$ cat src/design/rxr_pkg.sv
/*
 Constants, types and helper functions for the receive fault retention block.
 Assumes a single 50 MHz clock and configuration words loaded by the global config block reader.
*/
// Function
// - event mask bits 31,28,15 always zero
// - protocol keep mask needs save flag, protocol
// - fault priority overrun, abort, crc, oversize
// - kept fault frame leaves counters alone
// - dropped fault frame decrements matching counters
// - every fault reported in descriptor error code
// - protocol oversize keeps even N201 bytes
// - protocol overrun keep, length before overrun
// - protocol abort keep skips residual word
// - crc keep bit retains bad crc frames
// - nonprotocol abort keep stores the whole frame
// - raw keep mask needs save flag, nonprotocol
// - raw single buffer oversize truncates to N201
// - chained pool empty keep marks descriptors
// - chained pool empty drop returns buffers
// - raw overrun keep, length before overrun
// - masked events queue entry, irq unless polling
// - overrun is byte written into full fifo
package rxr_pkg;

  // configuration word selectors on the load port
  localparam logic [1:0] SEL_EVT_MASK = 2'h0;
  localparam logic [1:0] SEL_PROTO_KEEP = 2'h1;
  localparam logic [1:0] SEL_RAW_KEEP = 2'h2;

  // reset values
  localparam logic [31:0] EVT_MASK_RESET = 32'h0000_0000;
  localparam logic [15:0] KEEP_RESET = 16'h0000;
  localparam logic [15:0] CNT_RESET = 16'h0000;
  localparam logic [15:0] CNT_MAX = 16'hffff;

  // event mask bits that are hard zero
  localparam logic [31:0] EVT_FIXED_ZERO = 32'h9000_8000;

  // keep mask bit positions (also error code bit positions)
  localparam int KB_CRC = 0;
  localparam int KB_ABORT = 1;
  localparam int KB_OVERRUN = 2;
  localparam int KB_OVERSIZE = 3;

  // interrupt queue codes for the unmaskable events
  localparam logic [5:0] IQ_BUS_ERR = 6'h20;
  localparam logic [5:0] IQ_Q_OVF = 6'h21;

  typedef enum logic [1:0] {ST_IDLE, ST_RECV, ST_DONE} rxr_state_type;

  // first fault in evaluation order, one-hot
  function automatic logic [3:0] rxr_prio(input logic [3:0] v);
    if (v[KB_OVERRUN])
      return 4'h4;
    else if (v[KB_ABORT])
      return 4'h2;
    else if (v[KB_CRC])
      return 4'h1;
    else if (v[KB_OVERSIZE])
      return 4'h8;
    else
      return 4'h0;
  endfunction

  // index of lowest pending event
  function automatic logic [5:0] rxr_first_set(input logic [33:0] v);
    logic [5:0] idx;
    idx = 6'h00;
    for (int i = 33; i >= 0; i--)
      if (v[i])
        idx = 6'(i);
    return idx;
  endfunction

endpackage

$ cat src/design/rxr_keep_if.sv
/*
 Carrier between the frame tracker and the keep decision.
 Assumes both ends sit on the same clock; the decision is combinational.
*/
`timescale 1ns/10ps
interface rxr_keep_if;
  logic [3:0] faults;
  logic [3:0] mask;
  logic keep;
  logic [3:0] cause;

  modport src (output faults, output mask, input keep, input cause);
  modport dec (input faults, input mask, output keep, output cause);
endinterface

$ cat src/design/rxr_keep_decide.sv
/*
 Keep or drop decision for a finished frame from its faults and effective keep mask.
 Assumes the mask is already forced to zero when the link may not save errors.
*/
`timescale 1ns/10ps
module rxr_keep_decide
  import rxr_pkg::*;
(
  rxr_keep_if.dec kif
);

  wire [3:0] hit;
  wire clean;

  // faults whose keep bit is set
  assign hit = kif.faults & kif.mask;
  assign clean = (kif.faults == 4'h0);

  assign kif.cause = rxr_prio(hit);

  assign kif.keep = clean || (hit != 4'h0);

endmodule // rxr_keep_decide

$ cat src/design/rxr_retain.sv
/*
 Receive fault retention: tracks a frame's bytes and faults, decides keep or drop, and
 queues masked interrupt events.
 Assumes the receive engine, DMA and config reader share I_MCLK, so no synchronisers.
*/
`timescale 1ns/10ps
module rxr_retain
  import rxr_pkg::*;
(
  input wire logic I_MCLK,
  input wire logic I_NRST,
  input wire logic I_CFG_WR,
  input wire logic [1:0] I_CFG_SEL,
  input wire logic [31:0] I_CFG_DATA,
  input wire logic I_FRM_START,
  input wire logic I_LINK_SAVE,
  input wire logic I_LINK_PROTO,
  input wire logic I_MULTIBUF,
  input wire logic [15:0] I_N201,
  input wire logic I_RX_BYTE,
  input wire logic I_FIFO_FULL,
  input wire logic I_POOL_EMPTY,
  input wire logic I_FRM_END,
  input wire logic I_ABORT,
  input wire logic I_CRC_BAD,
  input wire logic [31:0] I_EVT,
  input wire logic I_BUS_ERR,
  input wire logic I_IQ_OVF,
  input wire logic I_POLL_ONLY,
  input wire logic I_IRQ_ACK,
  output logic O_BYTE_STORE,
  output logic O_FRM_DONE,
  output logic O_KEEP,
  output logic [3:0] O_KEEP_CAUSE,
  output logic [3:0] O_ERR_CODE,
  output logic [15:0] O_DATA_LEN,
  output logic O_SKIP_LAST_WORD,
  output logic O_MARK_OVERSIZE,
  output logic O_RETURN_BUFS,
  output logic [3:0] O_CNT_DEC,
  output logic O_IQ_WR,
  output logic [5:0] O_IQ_CODE,
  output logic O_IRQ,
  output logic [31:0] O_EVT_MASK,
  output logic [15:0] O_PROTO_KEEP,
  output logic [15:0] O_RAW_KEEP
);

  ////////////////////////////////////////////////////////////////////////////
  // configuration words

  logic [31:0] evt_mask;
  logic [15:0] proto_keep;
  logic [15:0] raw_keep;
  wire cfg_evt;
  wire cfg_proto;
  wire cfg_raw;

  // load port decode
  assign cfg_evt = I_CFG_WR && (I_CFG_SEL == SEL_EVT_MASK);
  assign cfg_proto = I_CFG_WR && (I_CFG_SEL == SEL_PROTO_KEEP);
  assign cfg_raw = I_CFG_WR && (I_CFG_SEL == SEL_RAW_KEEP);

  // fixed zero event bits
  // keep words stored whole; upper bits are never looked at
  always_ff @(posedge I_MCLK or negedge I_NRST)
  begin
    if (!I_NRST)
    begin
      evt_mask <= EVT_MASK_RESET;
      proto_keep <= KEEP_RESET;
      raw_keep <= KEEP_RESET;
    end
    else
    begin
      if (cfg_evt)
        evt_mask <= I_CFG_DATA & ~EVT_FIXED_ZERO;
      if (cfg_proto)
        proto_keep <= I_CFG_DATA[15:0];
      if (cfg_raw)
        raw_keep <= I_CFG_DATA[15:0];
    end
  end

  assign O_EVT_MASK = evt_mask;
  assign O_PROTO_KEEP = proto_keep;
  assign O_RAW_KEEP = raw_keep;

  ////////////////////////////////////////////////////////////////////////////
  // frame tracking

  rxr_state_type state;
  rxr_state_type next_state;
  logic f_save;
  logic f_proto;
  logic f_multi;
  logic [15:0] n201;
  logic [15:0] rx_cnt;
  logic [15:0] len;
  logic [3:0] faults;
  wire in_frame;
  wire frame_end;
  wire chained;
  wire byte_ovr;
  wire over_len;
  wire over_pool;
  wire byte_ok;
  wire [3:0] next_faults;
  wire [3:0] end_faults;

  assign in_frame = (state == ST_RECV);
  assign frame_end = in_frame && I_FRM_END;
  assign chained = !f_proto && f_multi;
  assign byte_ovr = in_frame && I_RX_BYTE && I_FIFO_FULL;
  assign over_len = in_frame && I_RX_BYTE && !chained && (rx_cnt >= n201);
  assign over_pool = in_frame && I_RX_BYTE && chained && I_POOL_EMPTY;
  // a byte goes to memory unless the fifo is full or an overrun or oversize has hit the frame
  assign byte_ok = in_frame && I_RX_BYTE && !I_FIFO_FULL && !faults[KB_OVERRUN]
                   && !faults[KB_OVERSIZE] && !over_len && !over_pool;
  assign next_faults = faults | {over_len || over_pool, byte_ovr, 2'b00};
  assign end_faults = next_faults | {2'b00, I_ABORT, I_CRC_BAD};

  // state sequencing
  always_comb
  begin
    next_state = state;
    case (state)
      ST_IDLE:
        if (I_FRM_START)
          next_state = ST_RECV;
      ST_RECV:
        if (I_FRM_END)
          next_state = ST_DONE;
      ST_DONE:
        next_state = ST_IDLE;
      default:
        next_state = ST_IDLE;
    endcase
  end
  always_ff @(posedge I_MCLK or negedge I_NRST)
  begin
    if (!I_NRST)
      state <= ST_IDLE;
    else
      state <= next_state;
  end

  // link attributes caught at frame start
  always_ff @(posedge I_MCLK or negedge I_NRST)
  begin
    if (!I_NRST)
    begin
      f_save <= 1'b0;
      f_proto <= 1'b0;
      f_multi <= 1'b0;
      n201 <= CNT_RESET;
    end
    else if (state == ST_IDLE && I_FRM_START)
    begin
      f_save <= I_LINK_SAVE;
      f_proto <= I_LINK_PROTO;
      f_multi <= I_MULTIBUF;
      n201 <= I_N201;
    end
  end

  // byte counts and gathered faults; rx_cnt saturates rather than wrap, len does not
  always_ff @(posedge I_MCLK or negedge I_NRST)
  begin
    if (!I_NRST)
    begin
      rx_cnt <= CNT_RESET;
      len <= CNT_RESET;
      faults <= 4'h0;
    end
    else if (state == ST_IDLE)
    begin
      rx_cnt <= CNT_RESET;
      len <= CNT_RESET;
      faults <= 4'h0;
    end
    else if (in_frame)
    begin
      if (I_RX_BYTE && rx_cnt != CNT_MAX)
        rx_cnt <= rx_cnt + 16'h0001;
      if (byte_ok)
        len <= len + 16'h0001;
      faults <= next_faults;
    end
  end

  always_ff @(posedge I_MCLK or negedge I_NRST)
  begin
    if (!I_NRST)
      O_BYTE_STORE <= 1'b0;
    else
      O_BYTE_STORE <= byte_ok;
  end

  ////////////////////////////////////////////////////////////////////////////
  // keep decision

  rxr_keep_if kif ();
  wire [3:0] sel_mask;
  wire [3:0] eff_mask;
  wire [15:0] end_len;

  // only the low four keep bits act
  assign sel_mask = f_proto ? proto_keep[3:0] : raw_keep[3:0];
  assign eff_mask = f_save ? sel_mask : 4'h0;
  assign kif.faults = end_faults;
  assign kif.mask = eff_mask;
  rxr_keep_decide u_decide (
    .kif(kif)
  );
  // odd N201 loses its last byte
  assign end_len = (f_proto && end_faults[KB_OVERSIZE]) ? {len[15:1], 1'b0} : len;

  // frame result, one pulse per frame end
  always_ff @(posedge I_MCLK or negedge I_NRST)
  begin
    if (!I_NRST)
    begin
      O_FRM_DONE <= 1'b0;
      O_KEEP <= 1'b0;
      O_KEEP_CAUSE <= 4'h0;
      O_ERR_CODE <= 4'h0;
      O_DATA_LEN <= CNT_RESET;
      O_SKIP_LAST_WORD <= 1'b0;
      O_MARK_OVERSIZE <= 1'b0;
      O_RETURN_BUFS <= 1'b0;
      O_CNT_DEC <= 4'h0;
    end
    else
    begin
      O_FRM_DONE <= frame_end;
      O_ERR_CODE <= frame_end ? end_faults : 4'h0;
      O_KEEP <= frame_end && kif.keep;
      O_KEEP_CAUSE <= frame_end ? kif.cause : 4'h0;
      O_DATA_LEN <= frame_end ? end_len : O_DATA_LEN;
      O_SKIP_LAST_WORD <= frame_end && kif.keep && f_proto && end_faults[KB_ABORT];
      O_MARK_OVERSIZE <= frame_end && kif.keep && chained && end_faults[KB_OVERSIZE];
      // partial frame buffers back to pool
      O_RETURN_BUFS <= frame_end && !kif.keep && chained && end_faults[KB_OVERSIZE];
      O_CNT_DEC <= (frame_end && !kif.keep) ? end_faults : 4'h0;
    end
  end

  ////////////////////////////////////////////////////////////////////////////
  // interrupt event queue

  logic [33:0] pend;
  wire [33:0] evt_in;
  wire [33:0] clr;
  wire [33:0] next_pend;
  wire pend_nz;
  wire [5:0] pick;

  // bus error and queue overflow bypass the mask
  assign evt_in = {I_IQ_OVF, I_BUS_ERR, I_EVT & evt_mask};
  assign pend_nz = |pend;
  assign pick = rxr_first_set(pend);
  assign clr = pend_nz ? (34'h1 << pick) : 34'h0;
  // a new event wins over the clear of its own bit
  assign next_pend = (pend & ~clr) | evt_in;
  always_ff @(posedge I_MCLK or negedge I_NRST)
  begin
    if (!I_NRST)
      pend <= 34'h0;
    else
      pend <= next_pend;
  end

  // one queue entry per cycle, lowest index first
  // entry plus request unless polling
  always_ff @(posedge I_MCLK or negedge I_NRST)
  begin
    if (!I_NRST)
    begin
      O_IQ_WR <= 1'b0;
      O_IQ_CODE <= 6'h00;
      O_IRQ <= 1'b0;
    end
    else
    begin
      O_IQ_WR <= pend_nz;
      O_IQ_CODE <= pend_nz ? pick : O_IQ_CODE;
      if (pend_nz && !I_POLL_ONLY)
        O_IRQ <= 1'b1;
      else if (I_IRQ_ACK)
        O_IRQ <= 1'b0;
    end
  end
endmodule // rxr_retain
$ cat config.mk
export PLATFORM = sky130hd
export DESIGN_NAME = rxr_retain
export DESIGN_NICKNAME = d
export VERILOG_FILES = /design/src/design/rxr_pkg.sv /design/src/design/rxr_keep_if.sv /design/src/design/rxr_keep_decide.sv /design/src/design/rxr_retain.sv
export SDC_FILE = /design/constraint.sdc
export NUM_CORES = 1
export LEC_CHECK = 0
export BUFFER_PORTS_ARGS = -buffer_cell sky130_fd_sc_hd__buf_2
export CAP_MARGIN = 5
export CORE_ASPECT_RATIO = 0.6
export CORE_MARGIN = 2
export CORE_UTILIZATION = 40
export CTS_CLUSTER_DIAMETER = 60
export DETAILED_ROUTE_END_ITERATION = 16
export PLACE_DENSITY = 0.68
export SLEW_MARGIN = 10
export SYNTH_ARGS = -nofsm -noshare
export SYNTH_HDL_FRONTEND = slang
export SYNTH_HIERARCHICAL = 1
export SYNTH_SLANG_ARGS = --single-unit
$ cat constraint.sdc
create_clock -name I_MCLK -period 4.4 [get_ports I_MCLK]
set_input_delay 0.22 -clock I_MCLK [delete_from_list [all_inputs] [get_ports I_MCLK]]
set_output_delay 0.22 -clock I_MCLK [all_outputs]
set_load 0.02 [all_outputs]
==> flow_summary_export.csv <==
group,metric,value,unit
global_routing,antenna_found_initial,0,
floorplan,die_area,0.02261,mm2
placed_design,placement.io_buffers,196,
timing,period_needed,3412,ps
yosys,synth_seq_cells,192,
final_layout,antenna_cells,0,
final_layout,syn_to_final_growth,26.14,%
placed_design,dp_hpwl,17.25,mm
setup_path,start_kind,"flip-flop",
power,power.total,4.746,mW
cts,htree_levels,4,
timing,finalHoldViolCount,0,
setup_path,arrival,3750,ps
timing,fmax,293.1,MHz
final_layout,fill_cells,1881,
routing,vias_per_cell,5.217,
floorplan,row_count,41,
yosys,synth_area_per_cell,11.04,um2
setup_path,end_kind,"flip-flop",
placed_design,place_area,0.009836,mm2
power,p_clk_frac,0.335,
min_path,min_path_cells,3,
floorplan,die_y,117.3,um
cts,path_clk_slew,70,ps
setup_path,cp_max_fo,14,
timing,rsz0062_at_grt,"no",
yosys,yosysSeqAreaShare,0.5616,
global_routing,grtUsageTotal,0.2139,
cts,cts-resized-gates,0,
routing,drt-initial-drc-count,541,
cts,cts_sinks,192,
power,power.static_leakage,5.232,nW
yosys,synth_top_area_cell,"dfrtp_1",
power,p_per_area,439.9,mW/mm2
power,netSwitchingPower,1.491,mW
timing,slew_headroom,0.2519,
timing,period_share,0.7754,
final_layout,fin_nets,1124,
setup_path,crit_type,"flip-flop to flip-flop",
yosys,yosysWarnings,6,
yosys,post-synth-top-count-cell,"dfrtp_1",
yosys,synth.top_cell.area_share,0.5616,
yosys,yosysUniqueCellTypes,71,
yosys,synth_cells,775,
yosys,synth_enable_flop_cells,0,
global_routing,grt_pass1_wl,35.94,mm
routing,detail-route-antenna-nets,0,
power,power_frac_seq,0.451,
floorplan,core,0.02098,mm2
global_routing,grt_overflow,0,
routing,drc,0,
power,p_int,3.256,mW
routing,vias,6777,
floorplan,io_pins,205,
placed_design,place.gp.congestion,0.9355,
min_path,hold_end,"n201[14]",
timing,maxSlewViolCount,0,
setup_path,r2r_slack,990,ps
yosys,synth_flop_cell,"dfrtp_1",
setup_path,r2r-start,"rx_cnt[7]",
timing,setup_viol,0,
timing,max_slew.worst_pin.slew,1119,ps
run_status,outcome,"complete, no violations",
global_routing,grt_start_max_net_pins,105,
cts,clockBufferDepth,2,
job,drv_cap,0,
cts,clockRootBuffer,"clkbuf_16",
routing,route.final.wire_length,23.60,mm
cts,insertion_delay,440,ps
routing,wire_per_inst,18.16,um
yosys,syn_area,0.008554,mm2
yosys,synth_area_leaders,"dfrtp_1 (56%), mux2_2 (8.7%), nand2_1 (4.6%), ha_1 (2.6%), nor2_1 (2.3%)",
final_layout,fin_area,0.01079,mm2
power,p_comb_frac,0.214,
cts,numCtsBuffers,17,
setup_path,r2r-end,"O_MARK_OVERSIZE",
timing,fin_worst_skew,9.192,ps
cts,tritoncts,"done",
power,switching_share,0.3141,
floorplan,die_w,192.8,um
final_layout,drive_above_1_share,0.3127,
yosys,ys_top_cells_by_count,"dfrtp_1 (192), nand2_1 (104), mux2_2 (66), nor2_1 (52), inv_1 (37)",
global_routing,grt_pass1_vias,6351,
timing,tns,0,ps
power,vdd_drop_max,0.2674,mV
setup_path,rr_worst_depth,11,
routing,dr.pass1.iters,5,
floorplan,initial_core_util,0.4077,
min_path,hp-class,"primary input to flip-flop",
yosys,async_reset_ff_frac,1.000,
min_path,min-delay-start,"I_N201[14]",
setup_path,cp.required,4740,ps
-- metrics by stage --
step / instances / setup WS [ps] / hold WS (ps) / util
after floorplan: 777 / 1708 / -75.59 / -
after global placement: 1231 / 1215 / 379.1 / 0.4688
after detailed placement: 1231 / 1092 / 388.9 / 0.4688
after CTS: 1299 / 1067 / 0.2666 / 0.5143
after global routing: 1299 / 804.4 / 1.465 / 0.5143
final: 1299 / 988.3 / 15.78 / 0.5143
-- cell type report --
cell class                 instances  area (um2)  area share
sequential                       192        4805      0.4453
multi-input combinational        519        3493      0.3237
timing repair buffer             240        1410      0.1307
clock buffer                      19       432.9     0.04012
tap                              279       349.1     0.03235
clock inverter                    13       161.4     0.01496
inverter                          37       138.9     0.01287
-- state kept, by name, summed over array words and instances (netlist names), 2 cells and up --
name          cells
pend             34
O_KEEP_CAUSE      4
O_RAW_KEEP       16
len              16
rx_cnt           16
O_IQ_CODE         6
O_DATA_LEN       16
state             2
n201             16
O_ERR_CODE        4
O_PROTO_KEEP     16
faults            2
O_EVT_MASK       29
O_CNT_DEC         4
-- worst max-delay path, stage by stage (launching register included) --
cell	delay, ps
dfrtp_1	460
ha_1	350
a21oi_1	160
a21oi_1	90
nor3_1	470
o22ai_2	240
nor2_1	180
inv_1	270
or4_1	480
nand3_1	240
and2_1	190
nor3b_1	200
-- power by group through the flow --
stage               Sequential (mW)  Clock [mW]  Combinational, mW
floorplan                      2.28           0              0.454
global placement               2.16           0              0.967
detailed placement             2.17           0              0.984
CTS                            2.14        1.62               1.01
global route                   2.17        1.71               1.11
finish                         2.14        1.59               1.02
-- repair_timing --
action,in CTS,in global routing
buffers inserted,0,0
hold buffers,36,0
endpoints found under the hold margin,136,0
-- placed cells by master, fill, tap and decap left out, types with 14 or more instances in the layout --
| master | instances |
|---|---|
| a21oi_1 | 17 |
| a22o_1 | 17 |
| buf_2 | 195 |
| clkbuf_16 | 17 |
| dfrtp_1 | 192 |
| dlygate4sd3_1 | 36 |
| ha_1 | 18 |
| inv_1 | 37 |
| mux2_2 | 66 |
| nand2_1 | 104 |
| nand3_1 | 18 |
| nand4_1 | 14 |
| nor2_1 | 51 |
| o21ai_0 | 34 |
-- how the worst max path moves through the flow --
| stage | endpoint | startpoint | slack [ps] | cells past startpoint |
|---|---|---|---|---|
| after floorplan | O_MARK_OVERSIZE | rx_cnt[15] | 1710 | 12 |
| after global placement | O_MARK_OVERSIZE | rx_cnt[2] | 1220 | 11 |
| after detailed placement | O_MARK_OVERSIZE | rx_cnt[2] | 1090 | 11 |
| after CTS | O_MARK_OVERSIZE | rx_cnt[7] | 1070 | 11 |
| after global routing | O_MARK_OVERSIZE | rx_cnt[2] | 800 | 11 |
| final | O_MARK_OVERSIZE | rx_cnt[7] | 990 | 11 |
-- cells by family after synthesis --
family	synth area share
other	0.0004384
XOR/XNOR	0.01945
AND/OR/NAND/NOR	0.1669
flip-flops	0.5617
AO/OA/AOI/OAI	0.09960
multiplexers	0.09390
adder cells (fa/ha/maj)	0.02633
buffers and inverters	0.03174
-- metal layers --
layer / vias to the layer above / routed length [um] / GRT usage
met3: 23 / 2081 / 0.06440
met1: 3311 / 11900 / 0.3356
met2: 267 / 9287 / 0.2800
met5: - / 0 / 0
met4: 0 / 326 / 0.05547
li1: 3176 / - / -
Note: power is estimated with default switching activity, not from simulation.
